File: config.mk
export PLATFORM = sky130hd
export DESIGN_NAME = ramp_top_speed_correction
export DESIGN_NICKNAME = d
export VERILOG_FILES = /design/src/inc/ramp_pkg.sv /design/src/rtl/pulse_gen.sv /design/src/rtl/ramp_top_speed_correction.sv
export SDC_FILE = /design/constraint.sdc
export NUM_CORES = 2
export LEC_CHECK = 0
export BUFFER_PORTS_ARGS = -buffer_cell sky130_fd_sc_hd__buf_4
export CAP_MARGIN = 20
export CORE_MARGIN = 3
export CORE_UTILIZATION = 40
export CTS_BUF_LIST = sky130_fd_sc_hd__clkbuf_4 sky130_fd_sc_hd__clkbuf_8
export DETAILED_ROUTE_END_ITERATION = 7
export GPL_ROUTABILITY_DRIVEN = 0
export HOLD_SLACK_MARGIN = 0.1
export PLACE_DENSITY = 0.56
export SLEW_MARGIN = 20
export SYNTH_ARGS = -nofsm -noshare
export SYNTH_HDL_FRONTEND = slang
export SYNTH_SLANG_ARGS = --single-unit
File: constraint.sdc
create_clock -name clk_i -period 20.9 [get_ports clk_i]
set_input_delay 4.18 -clock clk_i [delete_from_list [all_inputs] [get_ports clk_i]]
set_output_delay 4.18 -clock clk_i [all_outputs]
set_load 0.01 [all_outputs]
File: src/inc/ramp_pkg.sv
// constants and types shared by the ramp controller files
package ramp_pkg;
   // ***********************************************
   // register byte offsets
   // ***********************************************
   localparam logic [7:0] ADDR_CTRL = 8'h00;
   localparam logic [7:0] ADDR_MODE = 8'h04;
   localparam logic [7:0] ADDR_TOP = 8'h08;
   localparam logic [7:0] ADDR_START = 8'h0c;
   localparam logic [7:0] ADDR_URATE = 8'h10;
   localparam logic [7:0] ADDR_DRATE = 8'h14;
   localparam logic [7:0] ADDR_SACC = 8'h18;
   localparam logic [7:0] ADDR_SDEC = 8'h1c;
   localparam logic [7:0] ADDR_MOVE = 8'h20;
   localparam logic [7:0] ADDR_MULT = 8'h24;
   localparam logic [7:0] ADDR_SPEED = 8'h28;
   localparam logic [7:0] ADDR_REMAIN = 8'h2c;
   // ***********************************************
   // field positions
   // ***********************************************
   localparam int CTRL_START_BIT = 0;
   localparam int CTRL_STOP_BIT = 1;
   localparam int STAT_BUSY_BIT = 0;
   localparam int STAT_CORR_BIT = 1;
   localparam int MODE_S_BIT = 0;
   localparam int MODE_CORR_OFF_BIT = 1;
   localparam int MODE_IDLE_LSB = 4;
   localparam int MODE_IDLE_MSB = 6;
   // ***********************************************
   // timing
   // ***********************************************
   localparam logic [2:0] IDLE_MIN = 3'h2;
   // linear step period is (rate + 1) * 4 clocks, doubled in s zones
   localparam int STEP_SHIFT = 2;
   // ***********************************************
   // types
   // ***********************************************
   typedef enum logic [1:0] {PH_IDLE, PH_LEAD, PH_RUN} phase_t;
endpackage

File: src/rtl/pulse_gen.sv
// pulse rate generator: prescaler plus 16-bit phase accumulator
`timescale 1ns/1ps
module pulse_gen
(
   // clock and reset
   input wire logic clk_i,
   input wire logic rst_i,
   // control
   input wire logic run_i,
   input wire logic [15:0] speed_i,
   input wire logic [11:0] mult_i,
   // pulse
   output logic pulse_o
);
   typedef struct packed
   {
      logic [11:0] pre;
      logic [15:0] acc;
      logic pulse;
   } pg_t;

   pg_t s_r;
   pg_t s_nxt;

   // *******************************************
   // rate = speed * fclk / ((mult + 1) * 65536)
   // *******************************************
   always_comb
   begin
      s_nxt = s_r;
      s_nxt.pulse = 1'b0;
      if (!run_i)
      begin
         s_nxt.pre = '0;
         s_nxt.acc = '0;
      end
      else if (s_r.pre >= mult_i)
      begin
         s_nxt.pre = '0;
         {s_nxt.pulse, s_nxt.acc} = {1'b0, s_r.acc} + {1'b0, speed_i};
      end
      else
      begin
         s_nxt.pre = s_r.pre + 12'h1;
      end
   end

   always_ff @(posedge clk_i)
   begin
      if (rst_i)
         s_r <= '0;
      else
         s_r <= s_nxt;
   end

   assign pulse_o = s_r.pulse;
endmodule

File: src/rtl/ramp_top_speed_correction.sv
// one axis speed profile with automatic top speed correction
`timescale 1ns/1ps
module ramp_top_speed_correction
(
   // clock and reset
   input wire logic clk_i,
   input wire logic rst_i,
   // wishbone slave
   input wire logic cyc_i,
   input wire logic stb_i,
   input wire logic we_i,
   input wire logic [7:0] adr_i,
   input wire logic [3:0] sel_i,
   input wire logic [31:0] dat_i,
   output logic [31:0] dat_o,
   output logic ack_o,
   // motor driver
   output logic pulse_o,
   output logic busy_o
);
   import ramp_pkg::*;

   typedef struct packed
   {
      logic ack;
      logic [31:0] rdat;
      logic s_curve;
      logic corr_off;
      logic [2:0] idle_set;
      logic [15:0] top;
      logic [15:0] start;
      logic [15:0] urate;
      logic [15:0] drate;
      logic [14:0] sacc;
      logic [14:0] sdec;
      logic [23:0] move;
      logic [11:0] mult;
      logic [15:0] w_top;
      logic [15:0] w_urate;
      logic [15:0] w_drate;
      logic [14:0] w_sacc;
      logic [14:0] w_sdec;
      phase_t ph;
      logic [23:0] remain;
      logic [23:0] up;
      logic [2:0] lead;
      logic [15:0] speed;
      logic [19:0] step_cnt;
      logic corr;
      logic [15:0] corr_speed;
      logic [15:0] seg_t;
      logic [15:0] seg_b;
      logic stop_req;
      logic pulse;
      logic busy;
   } st_t;

   st_t s;
   st_t n;

   logic pulse_evt;
   logic wr_en;
   logic rd_en;
   logic start_go;
   logic finishing;
   logic [15:0] dr_eff;
   logic [16:0] ur_p1;
   logic [16:0] dr_p1;
   logic [47:0] rem_w;
   logic [47:0] up_w;
   logic decel_now;
   logic [15:0] tgt_now;
   logic [15:0] goal;
   logic rising;
   logic [15:0] span;
   logic [15:0] rng;
   logic s_zone;
   logic [16:0] rate_p1;
   logic [19:0] period;
   logic step_hit;

   function automatic logic [31:0] wmerge(input logic [31:0] old, input logic [31:0] dat,
                                          input logic [3:0] sel);
      logic [31:0] r;
      r = old;
      for (int i = 0; i < 4; i++)
      begin
         if (sel[i])
            r[i*8 +: 8] = dat[i*8 +: 8];
      end
      return r;
   endfunction

   function automatic logic [15:0] absd(input logic [15:0] a, input logic [15:0] b);
      return (a > b) ? (a - b) : (b - a);
   endfunction

   // ***********************************************
   // pulse generator
   // ***********************************************
   pulse_gen u_pulse
   (
      .clk_i(clk_i),
      .rst_i(rst_i),
      .run_i(s.ph != PH_IDLE),
      .speed_i(s.speed),
      .mult_i(s.mult),
      .pulse_o(pulse_evt)
   );

   // ***********************************************
   // profile arithmetic
   // ***********************************************
   assign wr_en = cyc_i && stb_i && we_i && !s.ack;
   assign rd_en = cyc_i && stb_i && !we_i && !s.ack;
   assign start_go = wr_en && (adr_i == ADDR_CTRL) && sel_i[0] && dat_i[CTRL_START_BIT]
                     && (s.ph == PH_IDLE) && (s.move != '0);
   assign finishing = pulse_evt && (s.ph != PH_IDLE) && (s.remain == 24'h1);
   // zero decel rate falls back to accel rate
   assign dr_eff = (s.w_drate == '0) ? s.w_urate : s.w_drate;
   assign ur_p1 = {1'b0, s.w_urate} + 17'h1;
   assign dr_p1 = {1'b0, dr_eff} + 17'h1;
   assign rem_w = 48'(s.remain) * 48'(ur_p1);
   assign up_w = 48'(s.up) * 48'(dr_p1);
   // decel point: distance left times (accel rate + 1) falls to distance used to accelerate times (decel rate + 1)
   assign decel_now = (s.ph == PH_RUN) && (s.stop_req || (rem_w <= up_w));
   assign tgt_now = decel_now ? s.start : (s.corr ? s.corr_speed : s.w_top);
   always_comb
   begin
      if (!s.s_curve)
         goal = (s.corr && !decel_now && (s.w_top < s.corr_speed)) ? s.w_top : tgt_now;
      else if (tgt_now < s.seg_t)
         goal = tgt_now;
      else
         goal = s.seg_t;
   end
   assign rising = s.speed < goal;
   assign span = absd(s.seg_t, s.seg_b);
   always_comb
   begin
      if (rising)
         rng = (s.w_sacc == '0) ? (span >> 1) : {1'b0, s.w_sacc};
      else
         rng = (s.w_sdec == '0) ? (span >> 1) : {1'b0, s.w_sdec};
   end
   // s zones near both ends of a segment step at half the rate
   assign s_zone = s.s_curve && ((absd(s.speed, s.seg_b) < rng)
                   || (absd(goal, s.speed) <= rng));
   assign rate_p1 = rising ? ur_p1 : dr_p1;
   assign period = {3'h0, rate_p1} << (STEP_SHIFT + int'(s_zone));
   assign step_hit = s.step_cnt >= (period - 20'h1);

   // ***********************************************
   // next state
   // ***********************************************
   always_comb
   begin
      n = s;
      n.ack = cyc_i && stb_i && !s.ack;
      n.pulse = pulse_evt;
      if (rd_en)
      begin
         if (adr_i == ADDR_CTRL)
            n.rdat = {30'h0, s.corr, s.ph != PH_IDLE};
         else if (adr_i == ADDR_MODE)
            n.rdat = {25'h0, s.idle_set, 2'h0, s.corr_off, s.s_curve};
         else if (adr_i == ADDR_TOP)
            n.rdat = {16'h0, s.top};
         else if (adr_i == ADDR_START)
            n.rdat = {16'h0, s.start};
         else if (adr_i == ADDR_URATE)
            n.rdat = {16'h0, s.urate};
         else if (adr_i == ADDR_DRATE)
            n.rdat = {16'h0, s.drate};
         else if (adr_i == ADDR_SACC)
            n.rdat = {17'h0, s.sacc};
         else if (adr_i == ADDR_SDEC)
            n.rdat = {17'h0, s.sdec};
         else if (adr_i == ADDR_MOVE)
            n.rdat = {8'h0, s.move};
         else if (adr_i == ADDR_MULT)
            n.rdat = {20'h0, s.mult};
         else if (adr_i == ADDR_SPEED)
            n.rdat = {16'h0, s.speed};
         else if (adr_i == ADDR_REMAIN)
            n.rdat = {8'h0, s.remain};
         else
            n.rdat = '0;
      end
      // live registers accept writes at any time
      if (wr_en)
      begin
         if (adr_i == ADDR_MODE)
         begin
            n.s_curve = dat_i[MODE_S_BIT];
            n.corr_off = dat_i[MODE_CORR_OFF_BIT];
            n.idle_set = dat_i[MODE_IDLE_MSB:MODE_IDLE_LSB];
         end
         else if (adr_i == ADDR_TOP)
            n.top = 16'(wmerge({16'h0, s.top}, dat_i, sel_i));
         else if (adr_i == ADDR_START)
            n.start = 16'(wmerge({16'h0, s.start}, dat_i, sel_i));
         else if (adr_i == ADDR_URATE)
            n.urate = 16'(wmerge({16'h0, s.urate}, dat_i, sel_i));
         else if (adr_i == ADDR_DRATE)
            n.drate = 16'(wmerge({16'h0, s.drate}, dat_i, sel_i));
         else if (adr_i == ADDR_SACC)
            n.sacc = 15'(wmerge({17'h0, s.sacc}, dat_i, sel_i));
         else if (adr_i == ADDR_SDEC)
            n.sdec = 15'(wmerge({17'h0, s.sdec}, dat_i, sel_i));
         else if (adr_i == ADDR_MOVE)
            n.move = 24'(wmerge({8'h0, s.move}, dat_i, sel_i));
         else if (adr_i == ADDR_MULT)
            n.mult = 12'(wmerge({20'h0, s.mult}, dat_i, sel_i));
         else if ((adr_i == ADDR_CTRL) && sel_i[0] && dat_i[CTRL_STOP_BIT]
                  && (s.ph != PH_IDLE))
            n.stop_req = 1'b1;
      end
      case (s.ph)
         PH_IDLE:
         begin
            if (start_go)
            begin
               n.speed = s.start;
               n.remain = s.move;
               n.up = '0;
               n.corr = 1'b0;
               n.stop_req = 1'b0;
               n.step_cnt = '0;
               n.w_top = s.top;
               n.w_urate = s.urate;
               n.w_drate = s.drate;
               n.w_sacc = s.sacc;
               n.w_sdec = s.sdec;
               n.seg_t = s.top;
               n.seg_b = s.start;
               if (s.idle_set >= IDLE_MIN)
               begin
                  n.lead = s.idle_set - 3'h1;
                  n.ph = PH_LEAD;
               end
               else
               begin
                  n.lead = '0;
                  n.ph = PH_RUN;
               end
            end
         end
         PH_LEAD:
         begin
            // idle pulses at start speed count against the move
            if (pulse_evt)
            begin
               n.remain = s.remain - 24'h1;
               n.lead = s.lead - 3'h1;
               if (s.lead == 3'h1)
                  n.ph = PH_RUN;
            end
         end
         PH_RUN:
         begin
            if (pulse_evt && rising)
               n.up = s.up + 24'h1;
            if (pulse_evt)
               n.remain = s.remain - 24'h1;
            if (!s.corr_off && !s.corr && rising && (rem_w <= (up_w << 1)))
            begin
               n.corr = 1'b1;
               n.corr_speed = s.speed;
            end
            // s-curve segment restarts from the present speed
            if (s.s_curve && (tgt_now != s.seg_t)
                && ((s.speed == s.seg_t) || (tgt_now < s.speed)))
            begin
               n.seg_t = tgt_now;
               n.seg_b = s.speed;
            end
            if (step_hit)
            begin
               n.step_cnt = '0;
               // live values are taken only at a speed step
               n.w_top = s.top;
               n.w_urate = s.urate;
               n.w_drate = s.drate;
               n.w_sacc = s.sacc;
               n.w_sdec = s.sdec;
               if (rising)
                  n.speed = s.speed + 16'h1;
               else if (s.speed > goal)
                  n.speed = s.speed - 16'h1;
            end
            else
               n.step_cnt = s.step_cnt + 20'h1;
            if (s.stop_req && (s.speed <= s.start))
               n.ph = PH_IDLE;
         end
         default:
            n.ph = PH_IDLE;
      endcase
      if (finishing || (n.ph == PH_IDLE && s.ph != PH_IDLE))
      begin
         n.ph = PH_IDLE;
         n.speed = '0;
         n.stop_req = 1'b0;
      end
      n.busy = (n.ph != PH_IDLE);
   end

   always_ff @(posedge clk_i)
   begin
      if (rst_i)
         s <= '0;
      else
         s <= n;
   end

   assign dat_o = s.rdat;
   assign ack_o = s.ack;
   assign pulse_o = s.pulse;
   assign busy_o = s.busy;

   // ***********************************************
   // assertions
   // ***********************************************
   property p_step_only;
      @(posedge clk_i) disable iff (rst_i)
      (s.ph == PH_RUN) && ($past(s.ph) == PH_RUN) && (s.speed != $past(s.speed))
      |-> $past(step_hit);
   endproperty
   a_step_only: assert property (p_step_only)
      else $error("speed changed off a step boundary");

   property p_lin_down;
      @(posedge clk_i) disable iff (rst_i)
      (s.ph == PH_RUN) && !s.s_curve && step_hit && !decel_now && !s.corr && !finishing
      && (s.speed > s.w_top) |=> (s.speed == $past(s.speed) - 16'h1);
   endproperty
   a_lin_down: assert property (p_lin_down)
      else $error("linear ramp did not step down to lowered top");

   property p_lin_up;
      @(posedge clk_i) disable iff (rst_i)
      (s.ph == PH_RUN) && !s.s_curve && step_hit && !decel_now && !s.corr && !finishing
      && (s.speed < s.w_top) |=> (s.speed == $past(s.speed) + 16'h1);
   endproperty
   a_lin_up: assert property (p_lin_up)
      else $error("linear ramp did not step up to new top");

   property p_corr_gate;
      @(posedge clk_i) disable iff (rst_i)
      $rose(s.corr) |-> ($past(s.corr_off) == 1'b0) && ($past(s.ph) == PH_RUN);
   endproperty
   a_corr_gate: assert property (p_corr_gate)
      else $error("correction applied while disabled");

   property p_lead;
      @(posedge clk_i) disable iff (rst_i)
      start_go && (s.idle_set >= IDLE_MIN)
      |=> (s.lead == $past(s.idle_set) - 3'h1) && (s.ph == PH_LEAD);
   endproperty
   a_lead: assert property (p_lead)
      else $error("idle pulse count wrong");

   property p_s_keep;
      @(posedge clk_i) disable iff (rst_i)
      (s.ph == PH_RUN) && s.s_curve && !decel_now && !s.corr && !finishing
      && (s.speed < s.seg_t) && (s.w_top > s.seg_t) |=> (s.seg_t == $past(s.seg_t));
   endproperty
   a_s_keep: assert property (p_s_keep)
      else $error("raised top disturbed running s-curve");

   property p_s_new;
      @(posedge clk_i) disable iff (rst_i)
      (s.ph == PH_RUN) && s.s_curve && !decel_now && !s.corr && !finishing
      && (s.w_top < s.speed) && (s.seg_t != s.w_top) |=> (s.seg_t == $past(s.w_top));
   endproperty
   a_s_new: assert property (p_s_new)
      else $error("no new s-curve for top below speed");

   property p_live_wr;
      @(posedge clk_i) disable iff (rst_i)
      wr_en && (adr_i == ADDR_TOP) && (sel_i == 4'hf) |=> (s.top == $past(dat_i[15:0]));
   endproperty
   a_live_wr: assert property (p_live_wr)
      else $error("top speed write lost");
endmodule

==> impl_metrics.json <==
{
  "status": "completed",
  "die_height_um": 383,
  "worstMarginPinSlew_ps": 1190,
  "setup_viol": 0,
  "die_area_um2": 147000,
  "grt_max_degree": 96,
  "drv_slew": 0,
  "cts_sinks": 408,
  "path_class": "flop to flop",
  "grt_setup_unrepaired": "true",
  "io_buffer_count": 66,
  "drtIter0Drc": 4089,
  "synth_cells": 6974,
  "vias_per_cell": 5.49,
  "synth_seq_cells": 408,
  "avgRoutedWirePerCell_um": 21.3,
  "final_cell_mix": "nand2_1 (982), inv_1 (904), fa_1 (665), buf_4 (605), ha_1 (559)",
  "post-route-drc-count": 0,
  "drt.antenna.violating_nets": 0,
  "drive_above_1_share_pct": 13.5,
  "slew_headroom_pct": 19.9,
  "power_density_nw_per_um2": 25.8,
  "finClkSkew_ps": 48.1,
  "clkTransAtPathRegs_ps": 60,
  "insertion_delay_ps": 760,
  "avgSynthCellArea_um2": 8.17,
  "n_fill_cell": 13900,
  "postCtsHoldBufs": 0,
  "htreeDepth": 3,
  "ys_async_sr_fraction_pct": 0,
  "period_needed_ps": 20580,
  "antenna_found_initial": 3,
  "overflow": 0,
  "dieWidth_um": 383,
  "clockBufferDepth": 3,
  "hp-class": "flop to flop",
  "fin_util_pct": 46.9,
  "worst_setup_path_start_kind": "flop",
  "required_ps": 21560,
  "place_hpwl_mm": 155,
  "nets": 8590,
  "cp_max_fo": 13,
  "grt_pass1_wl_mm": 301,
  "arrival_ps": 21240,
  "hold_viol_final": 0,
  "rows": 137,
  "area_growth_syn_to_layout_pct": 15.8,
  "peakVddDrop_v": 0.0000412,
  "yosys_warnings": 0,
  "maxCapViolations": 0,
  "cp_common_cell": "fa_1",
  "clock-root-buffer": "clkbuf_8",
  "fmax_mhz": 48.6,
  "synth_edf_count": 0,
  "coreArea_um2": 141000,
  "ys.flop_type": "dfxtp_1",
  "layout_commonest_cell": "nand2_1",
  "ys_types": 99,
  "timing.final.crit_share_pct": 98.5,
  "p_leak_nw": 30.2,
  "ioPinCount": 84,
  "vias": 50800,
  "grt_usage_pct": 26.4,
  "cts_tree": "yes",
  "initial_core_util_pct": 40.5,
  "totalWireLength_mm": 197,
  "total_power_mw": 1.70,
  "firstDrtPassIters": 6,
  "first_global_vias": 50900,
  "crit_slowest_cell": "fa_1",
  "synthesis.area_um2": 57000,
  "cp-end-kind": "flop",
  "yosysSeqAreaShare_pct": 14.3,
  "cts_buffers": 75,
  "max_stage_delay_ps": 550
}
path summary, 6_finish.rpt:
kind         cells past startpoint           start        endpoint  slack, ps
min                              2  u_pulse.s_r[8]  u_pulse.s_r[8]        460
max reg2reg                     98          s[185]           s[82]        320
max                             98          s[185]           s[82]        320
min reg2reg                      2  u_pulse.s_r[8]  u_pulse.s_r[8]        460
layer usage:
layer  wire length, um  track usage, %  up-vias
li1                  -               -    23600
met1             82800            34.6    25000
met2             90700            43.2     1838
met3             13700            4.17      422
met4              9520            11.2        0
met5                 0               0        -
what timing repair did:
action / CTS / global route
setup endpoints to repair: 114 / 114
pin swaps: 17 / 64
setup buffers: 10 / 16
gates cloned: 2 / 9
gates resized for setup: 47 / 95
hold endpoints to repair: 0 / 0
registers in the layout, summed over array words and instances, names as in the netlist:
register and flops:
ack_o 1, u_pulse.s_r 28, busy_o 1, u_pulse.pulse_o 1, s 352, dat_o 24, pulse_o 1
cells in the mapped netlist, drive strengths merged, types with 30 or more instances:
master    n  area (um2)
a31oi    30         194
and2    215        1350
nand2b   87         544
a211oi   91         706
a21oi   454        2280
xnor2   140        1230
nand4    67         419
nor4     34         240
o21bai   30         225
dfxtp   408        8170
nand3   149         746
nor3     84         420
ha      566        7080
fa      666       13300
nor2b    90         563
o21a     40         300
a221oi   39         354
buf      85         495
clkbuf  328        1230
a21o    151        1130
nor2    412        1550
mux2i   239        2400
and3     44         275
nand2   984        3690
o21ai   240        1200
xor2    105         920
inv     908        3410
power breakdown:
group | internal [mW] | switching, mW | total, mW
clock | 0.498 | 0.380 | 0.878
sequential | 0.778 | 0.000553 | 0.779
combinational | 0.0124 | 0.0352 | 0.0477
total | 1.29 | 0.416 | 1.70
kinds of logic after synthesis:
| group | after synthesis | share of synthesized area (%) |
|---|---|---|
| other | 1 | 0.00658 |
| and+or+nand+nor | 2232 | 18.1 |
| xor gates and xnor gates | 245 | 3.77 |
| DFF | 408 | 14.3 |
| adders and majority gates | 1232 | 35.8 |
| AOI/OAI and AO/OA | 1268 | 14.2 |
| buffers and inverters | 1322 | 9.02 |
| muxes | 266 | 4.74 |
metrics by stage:
stage	hold slack [ps]	area [um2]	setup TNS (ps)	std cells	setup slack (ps)
final	458	66000	0	9250	317
after global routing	480	66000	-58330	9246	-592
after CTS	463	65200	0	9220	0.375
after detailed placement	450	63100	-116090	9071	-1120
after global placement	439	63100	-104730	9071	-1030
after floorplan	429	57000	0	6981	35.5
critical path, delay by kind of cell, from the launching register on:
family	cells	cell delay, ps
AO/OA/AOI/OAI	47	8450
XOR/XNOR	2	230
adder cells (fa/ha/maj)	13	4730
buffers and inverters	12	1780
flip-flops	1	330
multiplexers	6	1370
AND/OR/NAND/NOR	18	3530
layout make-up:
class | instances | area [um2] | share of cell area, %
timing repair buffer | 664 | 5710 | 8.65
inverter | 909 | 3410 | 5.17
antenna | 5 | 12.5 | 0.0190
sequential | 408 | 8170 | 12.4
clock inverter | 20 | 246 | 0.374
clock buffer | 117 | 1460 | 2.21
multi-input combinational | 5251 | 44600 | 67.6
tap | 1876 | 2350 | 3.56
No activity file was read; power rests on OpenSTA's default activity.
